===== config.mk =====
export PLATFORM = sky130hd
export DESIGN_NAME = cclc_local_config
export DESIGN_NICKNAME = d
export VERILOG_FILES = /design/src/verilog/cclc_pkg.sv /design/src/verilog/cclc_local_config.sv
export SDC_FILE = /design/constraint.sdc
export NUM_CORES = 1
export LEC_CHECK = 0
export BUFFER_PORTS_ARGS = -buffer_cell sky130_fd_sc_hd__buf_2
export CAP_MARGIN = 40
export CELL_PAD_IN_SITES_DETAIL_PLACEMENT = 0
export CELL_PAD_IN_SITES_GLOBAL_PLACEMENT = 1
export CORE_MARGIN = 5
export CORE_UTILIZATION = 47
export CTS_CLUSTER_DIAMETER = 200
export DETAILED_ROUTE_END_ITERATION = 6
export PLACE_DENSITY = 0.81
export SLEW_MARGIN = 0
export SYNTH_ARGS = -nofsm -noshare
export SYNTH_HDL_FRONTEND = slang
export SYNTH_SLANG_ARGS = --single-unit

===== constraint.sdc =====
create_clock -name sys_clk_in -period 6.9 [get_ports sys_clk_in]
set_input_delay 0.69 -clock sys_clk_in [delete_from_list [all_inputs] [get_ports sys_clk_in]]
set_output_delay 0.69 -clock sys_clk_in [all_outputs]
set_load 0.1 [all_outputs]

===== src/verilog/cclc_pkg.sv =====
// constants, types and field layout of the codec channel local config bank
package cclc_pkg;
  // ****************************************
  // timing
  // ****************************************
  localparam int CLK_HZ = 40_000_000; // master clock rate
  localparam int MS_PER_S = 1000;
  localparam int DEB_ONE_STEP_MS = 2; // input one step
  localparam int DEB_TWO_STEP_MS = 12; // input two step
  localparam int DEB_ONE_STEP_CYC = CLK_HZ / MS_PER_S * DEB_ONE_STEP_MS;
  localparam int DEB_TWO_STEP_CYC = CLK_HZ / MS_PER_S * DEB_TWO_STEP_MS;
  localparam int DEB_CNT_W = 24; // holds 15 x longest step
  // ****************************************
  // command byte and register map
  // ****************************************
  localparam int CMD_WRITE_BIT = 7; // one writes, zero reads
  localparam int ADDR_W = 7;
  localparam int NUM_REGS = 8;
  localparam logic [6:0] ADDR_COEF_SEL = 7'h00;
  localparam logic [6:0] ADDR_LOOP_IRQ = 7'h01;
  localparam logic [6:0] ADDR_PCM_ALB = 7'h02;
  localparam logic [6:0] ADDR_DEBOUNCE = 7'h03;
  localparam logic [6:0] ADDR_TONE_LOW = 7'h04;
  localparam logic [6:0] ADDR_TONE_MID = 7'h05;
  localparam logic [6:0] ADDR_TONE_HIGH = 7'h06;
  localparam logic [6:0] ADDR_TONE_CTL = 7'h07;
  localparam logic [7:0] RST_COEF_SEL = 8'h08; // high-pass on
  localparam logic [7:0] RST_ZERO = 8'h00;
  localparam logic [7:0] PCM_ALB_MASK = 8'h01; // rest reserved
  localparam logic [7:0] FULL_MASK = 8'hff;
  // ****************************************
  // field positions
  // ****************************************
  localparam int CS_HPF = 3;
  localparam int CS_RX_GAIN = 7;
  localparam int LB_CUTOFF = 3;
  localparam int IRQ_LSB = 4;
  localparam int NIB_W = 4;
  localparam int TONE_GAIN_W = 6;
  localparam int NUM_LINE = 4; // 0 bidir two,1 bidir one,2 in two,3 in one
  localparam int LINE_IN_TWO = 2;
  localparam int LINE_IN_ONE = 3;
  localparam int NUM_BIDIR = 2;
  // ****************************************
  // types
  // ****************************************
  typedef enum logic [1:0] {
    CCLC_ST_CMD = 2'b01,
    CCLC_ST_WDATA = 2'b10
  } cclc_state_e;
  typedef struct packed {
    logic rx_path_gain;
    logic rx_frequency_correction;
    logic tx_path_gain;
    logic tx_frequency_correction;
    logic hpf_enable;
    logic impedance_scaling_gain;
    logic echo_cancel_filter;
    logic impedance_match_filter;
    logic [3:0] line_irq_enables;
    logic rx_cutoff;
    logic pcm_digital_loopback;
    logic onebit_analog_loopback;
    logic onebit_digital_loopback;
    logic pcm_analog_loopback;
    logic [3:0] input_two_debounce;
    logic [3:0] input_one_debounce;
    logic [11:0] first_tone_word;
    logic [11:0] second_tone_word;
    logic second_tone_enable;
    logic first_tone_enable;
    logic [5:0] tone_gain_field;
  } cclc_cfg_s;
endpackage

===== src/verilog/cclc_local_config.sv =====
// per-channel local configuration bank with command-byte access
module cclc_local_config #(
  parameter logic [23:0] ONE_STEP_CYC = 24'(cclc_pkg::DEB_ONE_STEP_CYC),
  parameter logic [23:0] TWO_STEP_CYC = 24'(cclc_pkg::DEB_TWO_STEP_CYC)
) (
  // clock, reset, enable
  input wire logic sys_clk_in,
  input wire logic resetn_in,
  input wire logic clk_en_in,
  // command byte stream from the host interface
  input wire logic byte_valid_in,
  input wire logic [7:0] byte_in,
  // read answer
  output logic rd_valid_out,
  output logic [7:0] rd_data_out,
  // settings to the channel datapath
  output cclc_pkg::cclc_cfg_s cfg_out,
  // line-interface pins, asynchronous
  input wire logic [3:0] line_pins_in,
  input wire logic [1:0] bidir_as_input_in,
  // filtered line levels and interrupt events
  output logic [3:0] line_level_out,
  output logic [3:0] line_irq_out
);
  // ****************************************
  // storage and command state
  // ****************************************
  logic [7:0] regs_q [cclc_pkg::NUM_REGS]; // the eight setting bytes
  cclc_pkg::cclc_state_e state_q; // command or data phase
  logic [6:0] addr_q; // address latched from a write command
  logic [7:0] rd_data_q; // registered read data
  logic rd_valid_q; // one-cycle read answer
  logic [7:0] rd_mux; // current contents at the command address
  logic is_write_cmd; // command byte taken with write flag
  logic is_read_cmd; // command byte taken with read flag
  logic data_take; // data byte of a write taken
  logic [7:0] wr_mask; // writable bits at latched address

  assign is_write_cmd = clk_en_in && byte_valid_in && state_q == cclc_pkg::CCLC_ST_CMD
                        && byte_in[cclc_pkg::CMD_WRITE_BIT];
  assign is_read_cmd = clk_en_in && byte_valid_in && state_q == cclc_pkg::CCLC_ST_CMD
                       && !byte_in[cclc_pkg::CMD_WRITE_BIT];
  assign data_take = clk_en_in && byte_valid_in && state_q == cclc_pkg::CCLC_ST_WDATA;

  // ****************************************
  // command sequencer
  // ****************************************
  // a write command waits for exactly one data byte; reads answer at once
  always_ff @(posedge sys_clk_in or negedge resetn_in) begin
    if (!resetn_in) begin
      state_q <= cclc_pkg::CCLC_ST_CMD;
      addr_q <= '0;
    end else if (clk_en_in && byte_valid_in) begin
      case (state_q)
        cclc_pkg::CCLC_ST_CMD: begin
          // low seven bits carry the address
          if (byte_in[cclc_pkg::CMD_WRITE_BIT]) begin
            addr_q <= byte_in[cclc_pkg::ADDR_W-1:0];
            state_q <= cclc_pkg::CCLC_ST_WDATA;
          end
        end
        cclc_pkg::CCLC_ST_WDATA: begin
          state_q <= cclc_pkg::CCLC_ST_CMD;
        end
        default: begin
          state_q <= cclc_pkg::CCLC_ST_CMD;
        end
      endcase
    end
  end

  // ****************************************
  // write mask
  // ****************************************
  // reserved bits of the pcm loopback byte stay zero
  always_comb begin
    if (addr_q == cclc_pkg::ADDR_PCM_ALB) begin
      wr_mask = cclc_pkg::PCM_ALB_MASK;
    end else begin
      wr_mask = cclc_pkg::FULL_MASK;
    end
  end

  // ****************************************
  // register storage
  // ****************************************
  // writes to addresses above the bank belong to other blocks and drop
  always_ff @(posedge sys_clk_in or negedge resetn_in) begin
    if (!resetn_in) begin
      for (int i = 0; i < cclc_pkg::NUM_REGS; i++) begin
        regs_q[i] <= cclc_pkg::RST_ZERO;
      end
      regs_q[cclc_pkg::ADDR_COEF_SEL[2:0]] <= cclc_pkg::RST_COEF_SEL;
    end else if (data_take && addr_q < 7'(cclc_pkg::NUM_REGS)) begin
      regs_q[addr_q[2:0]] <= byte_in & wr_mask;
    end
  end

  // ****************************************
  // read path
  // ****************************************
  // unmapped reads answer zero so the host never hangs
  always_comb begin
    if (byte_in[cclc_pkg::ADDR_W-1:0] < 7'(cclc_pkg::NUM_REGS)) begin
      rd_mux = regs_q[byte_in[2:0]];
    end else begin
      rd_mux = cclc_pkg::RST_ZERO;
    end
  end

  // answer appears on the edge after the read command
  always_ff @(posedge sys_clk_in or negedge resetn_in) begin
    if (!resetn_in) begin
      rd_valid_q <= 1'b0;
      rd_data_q <= '0;
    end else if (clk_en_in) begin
      rd_valid_q <= is_read_cmd;
      if (is_read_cmd) begin
        rd_data_q <= rd_mux;
      end
    end
  end

  assign rd_valid_out = rd_valid_q;
  assign rd_data_out = rd_data_q;

  // ****************************************
  // field decode to the datapath
  // ****************************************
  // software must keep impedance filter and scaling equal
  assign cfg_out.impedance_match_filter = regs_q[0][0];
  assign cfg_out.echo_cancel_filter = regs_q[0][1];
  assign cfg_out.impedance_scaling_gain = regs_q[0][2];
  assign cfg_out.hpf_enable = regs_q[0][cclc_pkg::CS_HPF];
  assign cfg_out.tx_frequency_correction = regs_q[0][4];
  assign cfg_out.tx_path_gain = regs_q[0][5];
  assign cfg_out.rx_frequency_correction = regs_q[0][6];
  assign cfg_out.rx_path_gain = regs_q[0][cclc_pkg::CS_RX_GAIN];
  assign cfg_out.onebit_digital_loopback = regs_q[1][0];
  assign cfg_out.onebit_analog_loopback = regs_q[1][1];
  assign cfg_out.pcm_digital_loopback = regs_q[1][2];
  assign cfg_out.rx_cutoff = regs_q[1][cclc_pkg::LB_CUTOFF];
  assign cfg_out.line_irq_enables = regs_q[1][7:cclc_pkg::IRQ_LSB];
  assign cfg_out.pcm_analog_loopback = regs_q[2][0];
  assign cfg_out.input_one_debounce = regs_q[3][3:0];
  assign cfg_out.input_two_debounce = regs_q[3][7:4];
  assign cfg_out.first_tone_word = {regs_q[5][3:0], regs_q[4]};
  assign cfg_out.second_tone_word = {regs_q[6], regs_q[5][7:4]};
  assign cfg_out.tone_gain_field = regs_q[7][cclc_pkg::TONE_GAIN_W-1:0];
  // tone generators start at zero crossing and stop at the peak
  assign cfg_out.first_tone_enable = regs_q[7][6];
  assign cfg_out.second_tone_enable = regs_q[7][7];

  // ****************************************
  // line pin synchronisers and debounce
  // ****************************************
  logic [3:0] sync1_q; // first stage, read only by sync2_q
  logic [3:0] sync2_q; // safe copy of the pins
  logic [3:0] filt_q; // accepted levels
  logic [3:0] irq_q; // registered interrupt events
  logic [3:0] gate; // pin may raise an interrupt now
  logic [23:0] limit [cclc_pkg::NUM_LINE]; // cycles of stability needed

  // two flops against metastability on the asynchronous pins
  always_ff @(posedge sys_clk_in or negedge resetn_in) begin
    if (!resetn_in) begin
      sync1_q <= '0;
      sync2_q <= '0;
    end else if (clk_en_in) begin
      sync1_q <= line_pins_in;
      sync2_q <= sync1_q;
    end
  end

  // bidir pins are not debounced; the product fits 24 bits
  assign limit[0] = '0;
  assign limit[1] = '0;
  assign limit[cclc_pkg::LINE_IN_TWO] =
    24'(cfg_out.input_two_debounce) * TWO_STEP_CYC;
  assign limit[cclc_pkg::LINE_IN_ONE] =
    24'(cfg_out.input_one_debounce) * ONE_STEP_CYC;
  // bidir pins interrupt only while configured as inputs
  assign gate = cfg_out.line_irq_enables
                & {2'b11, bidir_as_input_in[0], bidir_as_input_in[1]};

  genvar g;
  generate
    for (g = 0; g < cclc_pkg::NUM_LINE; g++) begin : g_line
      logic [23:0] cnt_q; // cycles the pin has differed
      logic accept; // take the new level this cycle
      assign accept = (sync2_q[g] != filt_q[g]) &&
                      (limit[g] == '0 || cnt_q >= limit[g] - 24'h000001);
      // a bounce back to the old level restarts the wait
      always_ff @(posedge sys_clk_in or negedge resetn_in) begin
        if (!resetn_in) begin
          cnt_q <= '0;
          filt_q[g] <= 1'b0;
          irq_q[g] <= 1'b0;
        end else if (clk_en_in) begin
          irq_q[g] <= accept && gate[g];
          if (accept) begin
            filt_q[g] <= sync2_q[g];
            cnt_q <= '0;
          end else if (sync2_q[g] != filt_q[g]) begin
            cnt_q <= cnt_q + 24'h000001;
          end else begin
            cnt_q <= '0;
          end
        end
      end
    end
  endgenerate

  assign line_level_out = filt_q;
  assign line_irq_out = irq_q;

  // ****************************************
  // checks
  // ****************************************
  logic coef_written_q; // coefficient byte written since reset
  always_ff @(posedge sys_clk_in or negedge resetn_in) begin
    if (!resetn_in) begin
      coef_written_q <= 1'b0;
    end else if (data_take && addr_q == cclc_pkg::ADDR_COEF_SEL) begin
      coef_written_q <= 1'b1;
    end
  end

  // run of equal samples on synchronised input one, kept apart from the filter
  logic last_one_q; // previous synchronised level of input one
  logic [23:0] run_one_q; // edges since that level last moved
  always_ff @(posedge sys_clk_in or negedge resetn_in) begin
    if (!resetn_in) begin
      last_one_q <= 1'b0;
      run_one_q <= '0;
    end else if (clk_en_in) begin
      last_one_q <= sync2_q[cclc_pkg::LINE_IN_ONE];
      // saturate so a long quiet line never wraps to a short run
      if (sync2_q[cclc_pkg::LINE_IN_ONE] != last_one_q) begin
        run_one_q <= '0;
      end else if (run_one_q != '1) begin
        run_one_q <= run_one_q + 24'h000001;
      end
    end
  end
endmodule


# --- Word-level counts from Yosys, hierarchy flattened ---
# Cells that the tools add are included.
word_totals:
  reg_bits: 146
  latchBits: 0
  ram_bits: 0
  mem_bits_ro: 0
  in_bits: 18
  elab_cells: 87
  memories: 0
classes:
  n_addsub: 4
  multipliers: 2
  div_mod_pow: 0
  magnitude_cmp: 7
  eq_ne: 8
  shift: 0
  muxes: 14
  bitwise_logic: 4
  n_reduce_logical: 24
ops:
  columns: ["operator", "count"]
  rows:
  - ["$mux W24", 4]
  - ["$bwmux W64", 1]
  - ["$add A24 B1 Y24 const B", 2]
  - ["$ge A24 B24 Y1", 2]
  - ["$logic_not A24 Y1", 2]
  - ["$mux W8", 5]
  - ["$bmux W8 S3", 1]
  - ["$demux W8 S3", 1]
  - ["$sub A23 B1 Y24 const B", 1]
  - ["$sub A21 B1 Y22 const B", 1]
  - ["$mul A4 B11 Y15 const B", 1]
  - ["$lt A7 B4 Y1 const B", 2]
  - ["$mul A4 B10 Y14 const B", 1]
  - ["$logic_and A1 B1 Y1", 12]
  - ["$reduce_and A2 Y1", 6]
  - ["$and A8 B8 Y8", 1]
  - ["$ge A4 B4 Y1 const B", 2]
  - ["$not A3 Y4", 2]
  - ["$eq A7 B2 Y1 const B", 1]
  - ["$and A4 B4 Y4", 1]
  - ["$lt A4 B1 Y1 const B", 1]
  - ["$mux W2", 2]
  - ["$ne A1 B1 Y1", 4]
  - ["$reduce_and A3 Y1", 1]
  - ["other kinds (5)", 6]

# --- Depth between registers and ports, before layout ---
logic_depth:
  depth_word: 6
  depth_mapped: 25

# --- Worst setup path after synthesis ---
# OpenSTA, ideal clock, no wires.
synth_timing:
  path_type: "register to register"
  start: "register regs_q, in the netlist cfg_out[34]"
  end: "register g_line[3].cnt_q[15]"
  setup_ns: 0.125
  t_arrival_ns: 5.177
  required_time_ns: 6.775
  slack_ns: 1.598
  stages_incl_launch_ff: 23
  path_cell_list: "dfrtp_1 > buf_2 > inv_1 > ha_1 > ha_1 > ha_1 > inv_1 > fa_1 > nor2b_4 > o21a_4 > or4b_1 > a211oi_2 > nor2_1 > o32a_1 > ha_1 > nand4_1 > or4_1 > o221ai_1 > nor3_1 > and2_1 > buf_6 > a21o_1 > mux2_4"
synth_via:
  elab_chain_cells: 6
  elab_cells_between_ends: 7
synth_rtl:
  columns: ["item", "line", "text"]
  rows:
  - ["from (decl)", "cclc_local_config.sv:28", "logic [7:0] regs_q [cclc_pkg::NUM_REGS];"]
  - ["from (signal, indexed assignment)", "cclc_local_config.sv:91", "regs_q[i] <= cclc_pkg::RST_ZERO;"]
  - ["from (signal, indexed assignment)", "cclc_local_config.sv:93", "regs_q[cclc_pkg::ADDR_COEF_SEL[2:0]] <= cclc_pkg::RST_COEF_SEL;"]
  - ["from (signal, indexed assignment)", "cclc_local_config.sv:95", "regs_q[addr_q[2:0]] <= byte_in & wr_mask;"]
  - ["$mul A4 B10 Y14 *", "cclc_local_config.sv:181", "24'(cfg_out.input_one_debounce) * ONE_STEP_CYC;"]
  - ["$sub A21 B1 Y22", "cclc_local_config.sv:192", "(limit[g] == '0 || cnt_q >= limit[g] - 24'h000001);"]
  - ["$ge A24 B24 Y1", "cclc_local_config.sv:192", null]
  - ["$logic_or A1 B1 Y1 *", "cclc_local_config.sv:192", null]
  - ["$logic_and A1 B1 Y1 *", "cclc_local_config.sv:191", "assign accept = (sync2_q[g] != filt_q[g]) &&"]
  - ["$mux W24 *", "cclc_local_config.sv:201", "if (accept) begin"]
  - ["to (signal assigned)", "cclc_local_config.sv:205", "cnt_q <= cnt_q + 24'h000001;"]
  - ["to (decl)", "cclc_local_config.sv:189", "logic [23:0] cnt_q;"]
# Every way passes the cells marked *; elsewhere a longest branch is shown, timed or not.
# A chain may end at the register's enable or synchronous reset.

# --- Final worst setup path ---
layout_timing:
  start: "register regs_q, in the netlist cfg_out[34]"
  end: "register g_line[3].cnt_q[5]"
# The elaborated chain is that of the path after synthesis.

==> qor.csv <==
metric,value,unit
relSlewSlack,44.39,%
cpPeakStageDelay,0.73,ns
reg2reg_to,g_line[3].cnt_q[5],
routabilityCongestion,0.8805,
ir_drop,0.2258,mV
rsz0062_at_grt,false,
grtUsageMet3,2.615,%
synthTopCellsByArea,"dfrtp_1, ha_1, mux2_2, buf_4, nand2_1",
synth_area,9952,um2
cp.required,7.21,ns
antenna_found_initial,1,
cts_setup_buffers,0,
worst_setup_path_start_kind,flip-flop,
drt_wl_total,23470,um
syn-num-nets,1112,
use_met2,32.78,%
vias_per_cell,5.736,
synth-seq-cells,146,
clock.fmax,165.9,MHz
yosysTopAreaCellShare,36.21,%
hold_ws,0.08330,ns
period_minus_slack,6.028,ns
yosys_most_used_dff,dfrtp_1,
synth.avg_cell_area,9.834,um2
die-area,24180,um2
crit_buf_inv,2,
io_pins,92,
crit_fanout,16,
tns,0,ns
die_x,155.5,um
numCtsBuffers,17,
yosys.area.top_type,dfrtp_1,
worst_setup_path_end_kind,flip-flop,
cts_tree,done,
crit_type,flip-flop to flip-flop,
skew,0.01080,ns
finalPower,2.501,mW
drt_pass1_iterations,5,
drive_gt1_share,20.79,%
track_usage,19.65,%
leakage,5.298,nW
busiest_layer,met2,
gr-total-overflow,0,
cts_resized,0,
use_met1,27.34,%
cts.path.max_buffers,2,
yosys_warnings,0,
via_count,7571,
worstPathArrival,6.33,ns
finalNonFillerCells,1320,
rows,53,
hold_viol_final,0,
min_period_over_period,87.36,%
reg2reg_slack,0.87,ns
post_drt_wl_per_cell,17.78,um
tightestPinTransition,0.8305,ns
status,completed,
synth_edf_count,0,
die_y,155.5,um
hold_buffers,0,
crit_family,adder cells,
drc,0,
setup_viol,0,
power_per_cell_area,230.8,nW/um2
async_flop_share,100.0,%
io_buffers,91,
crit_slowest_cell,dfrtp_1,
htree_levels,4,
drv_cap,0,
synth_cell_types,77,
mostFrequentLayoutCells,"dfrtp_1, nand2_1, buf_2, ha_1, o21ai_0",
layout_commonest_cell,dfrtp_1,
synth_seq_area_share,36.74,%
clk_pin_slew,0.07,ns
core,20960,um2
min_path_type,input port to asynchronous set/reset pin,
grt_pass1_wl,38820,um
dp_hpwl,17210,um
syn-instance-count,1012,
crit_path_start,cfg_out[34],
reg2reg_from,cfg_out[34],
post-place-cells,1287,
cts-root-buf,clkbuf_16,
crit_chain,inv_1 -> ha_1 -> ha_1 -> ha_1 -> inv_1 -> fa_1 -> nor3b_1 -> o211a_1 -> o21ai_0 -> a31oi_1 -> o21ai_0 -> xnor2_1 -> ha_1 -> nand4_1 -> or4_1 -> o221ai_1 -> nor3_1 -> nand2_1 -> o21ai_0 -> a22o_1,
clock_sinks,146,
drt_first_iter_violations,409,
drtAntennaViolNets,0,
grt_pass1_vias,7454,
crit_top_cell,ha_1,
final_util,51.73,%
syn_to_final_growth,8.913,%
insertion_delay,0.42,ns
r2r_cells,20,
nNetsFinal,1131,
grt_max_degree,89,
maxSlewViolCount,0,
initial_core_util,47.49,%
==> report_power, final <==
group	leakage (nW)	internal (mW)	switching [mW]
clock	0.293	0.493	0.440
combinational	3.02	0.194	0.421
sequential	1.99	0.904	0.0481
total	5.30	1.59	0.910
==> registers in the layout, indices dropped and copies added, names as in the netlist <==
name and cells:
rd_valid_out 1, cfg_out 57, state_q 2, rd_data_out 8, sync2_q 4, g_line.cnt_q 48
line_level_out 4, regs_q 7, addr_q 7, line_irq_out 4, sync1_q 4
==> synthesized netlist by cell type (4+ instances only) <==
cell and number:
a21oi_1 30, a211o_1 4, buf_1 4, xor2_1 13, mux2i_1 13, o21ai_1 10, mux4_2 16, nor2_1 46
and3_1 13, or3_1 7, nand4_1 17, a21o_1 18, buf_4 59, o211ai_1 5, nor4_1 11, nor3b_1 8
dfrtp_1 144, o31ai_1 5, nand3_1 32, nor3_1 30, xnor2_1 22, o22ai_1 11, mux2_2 49, a22o_1 15
and4_1 5, or2_2 4, nand2b_1 10, a31oi_1 7, clkbuf_1 26, ha_1 75, a211oi_1 10, fa_1 7
o21ai_0 71, buf_2 4, nor2b_1 13, nand2_1 99, or4_1 4, inv_1 30, and2_1 11
==> routing by layer <==
metal | wire length (um) | part of all wire (%) | up-vias
met5 | 0 | 0 | -
met4 | 207 | 0.88 | 0
met3 | 723 | 3.1 | 13
met2 | 11570 | 49 | 119
met1 | 10970 | 47 | 3755
li1 | - | - | 3684
==> kinds of logic after synthesis <==
| kind of cell | Yosys count | synth area share [%] |
|---|---|---|
| AOI/OAI and AO/OA | 218 | 14.31 |
| adders and majority gates | 82 | 10.84 |
| xor gates and xnor gates | 35 | 3.080 |
| buffers and inverters | 126 | 7.254 |
| muxes | 80 | 10.74 |
| DFF | 146 | 36.74 |
| and+or+nand+nor | 325 | 17.05 |
==> final cells by class <==
| cell class | count | area, um2 |
|---|---|---|
| fill | 1955 | 10120 |
| multi-input combinational | 740 | 5574 |
| sequential | 146 | 3656 |
| timing repair buffer | 96 | 539.3 |
| clock buffer | 17 | 425.4 |
| tap | 275 | 344.1 |
| clock inverter | 15 | 185.2 |
| inverter | 30 | 112.6 |
| antenna | 1 | 2.502 |
==> per-stage QoR <==
stage | area (um2) | setup WS (ns)
2_1_floorplan | 9952 | 1.598
3_3_place_gp | 10160 | 0.9295
3_5_place_dp | 10230 | 0.9173
4_1_cts | 10840 | 0.8697
5_1_grt | 10840 | 0.3252
6_report | 10840 | 0.8720
==> how the worst max path moves through the flow <==
stage | endpoint | slack, ns | cells past startpoint
after global placement | g_line[3].cnt_q[15] | 0.93 | 20
after CTS | g_line[3].cnt_q[15] | 0.87 | 20
final | g_line[3].cnt_q[5] | 0.87 | 20
after detailed placement | g_line[3].cnt_q[15] | 0.92 | 20
after floorplan | g_line[3].cnt_q[15] | 1.60 | 22
after global routing | g_line[3].cnt_q[5] | 0.33 | 20
Note: power is estimated with default switching activity, not from simulation.
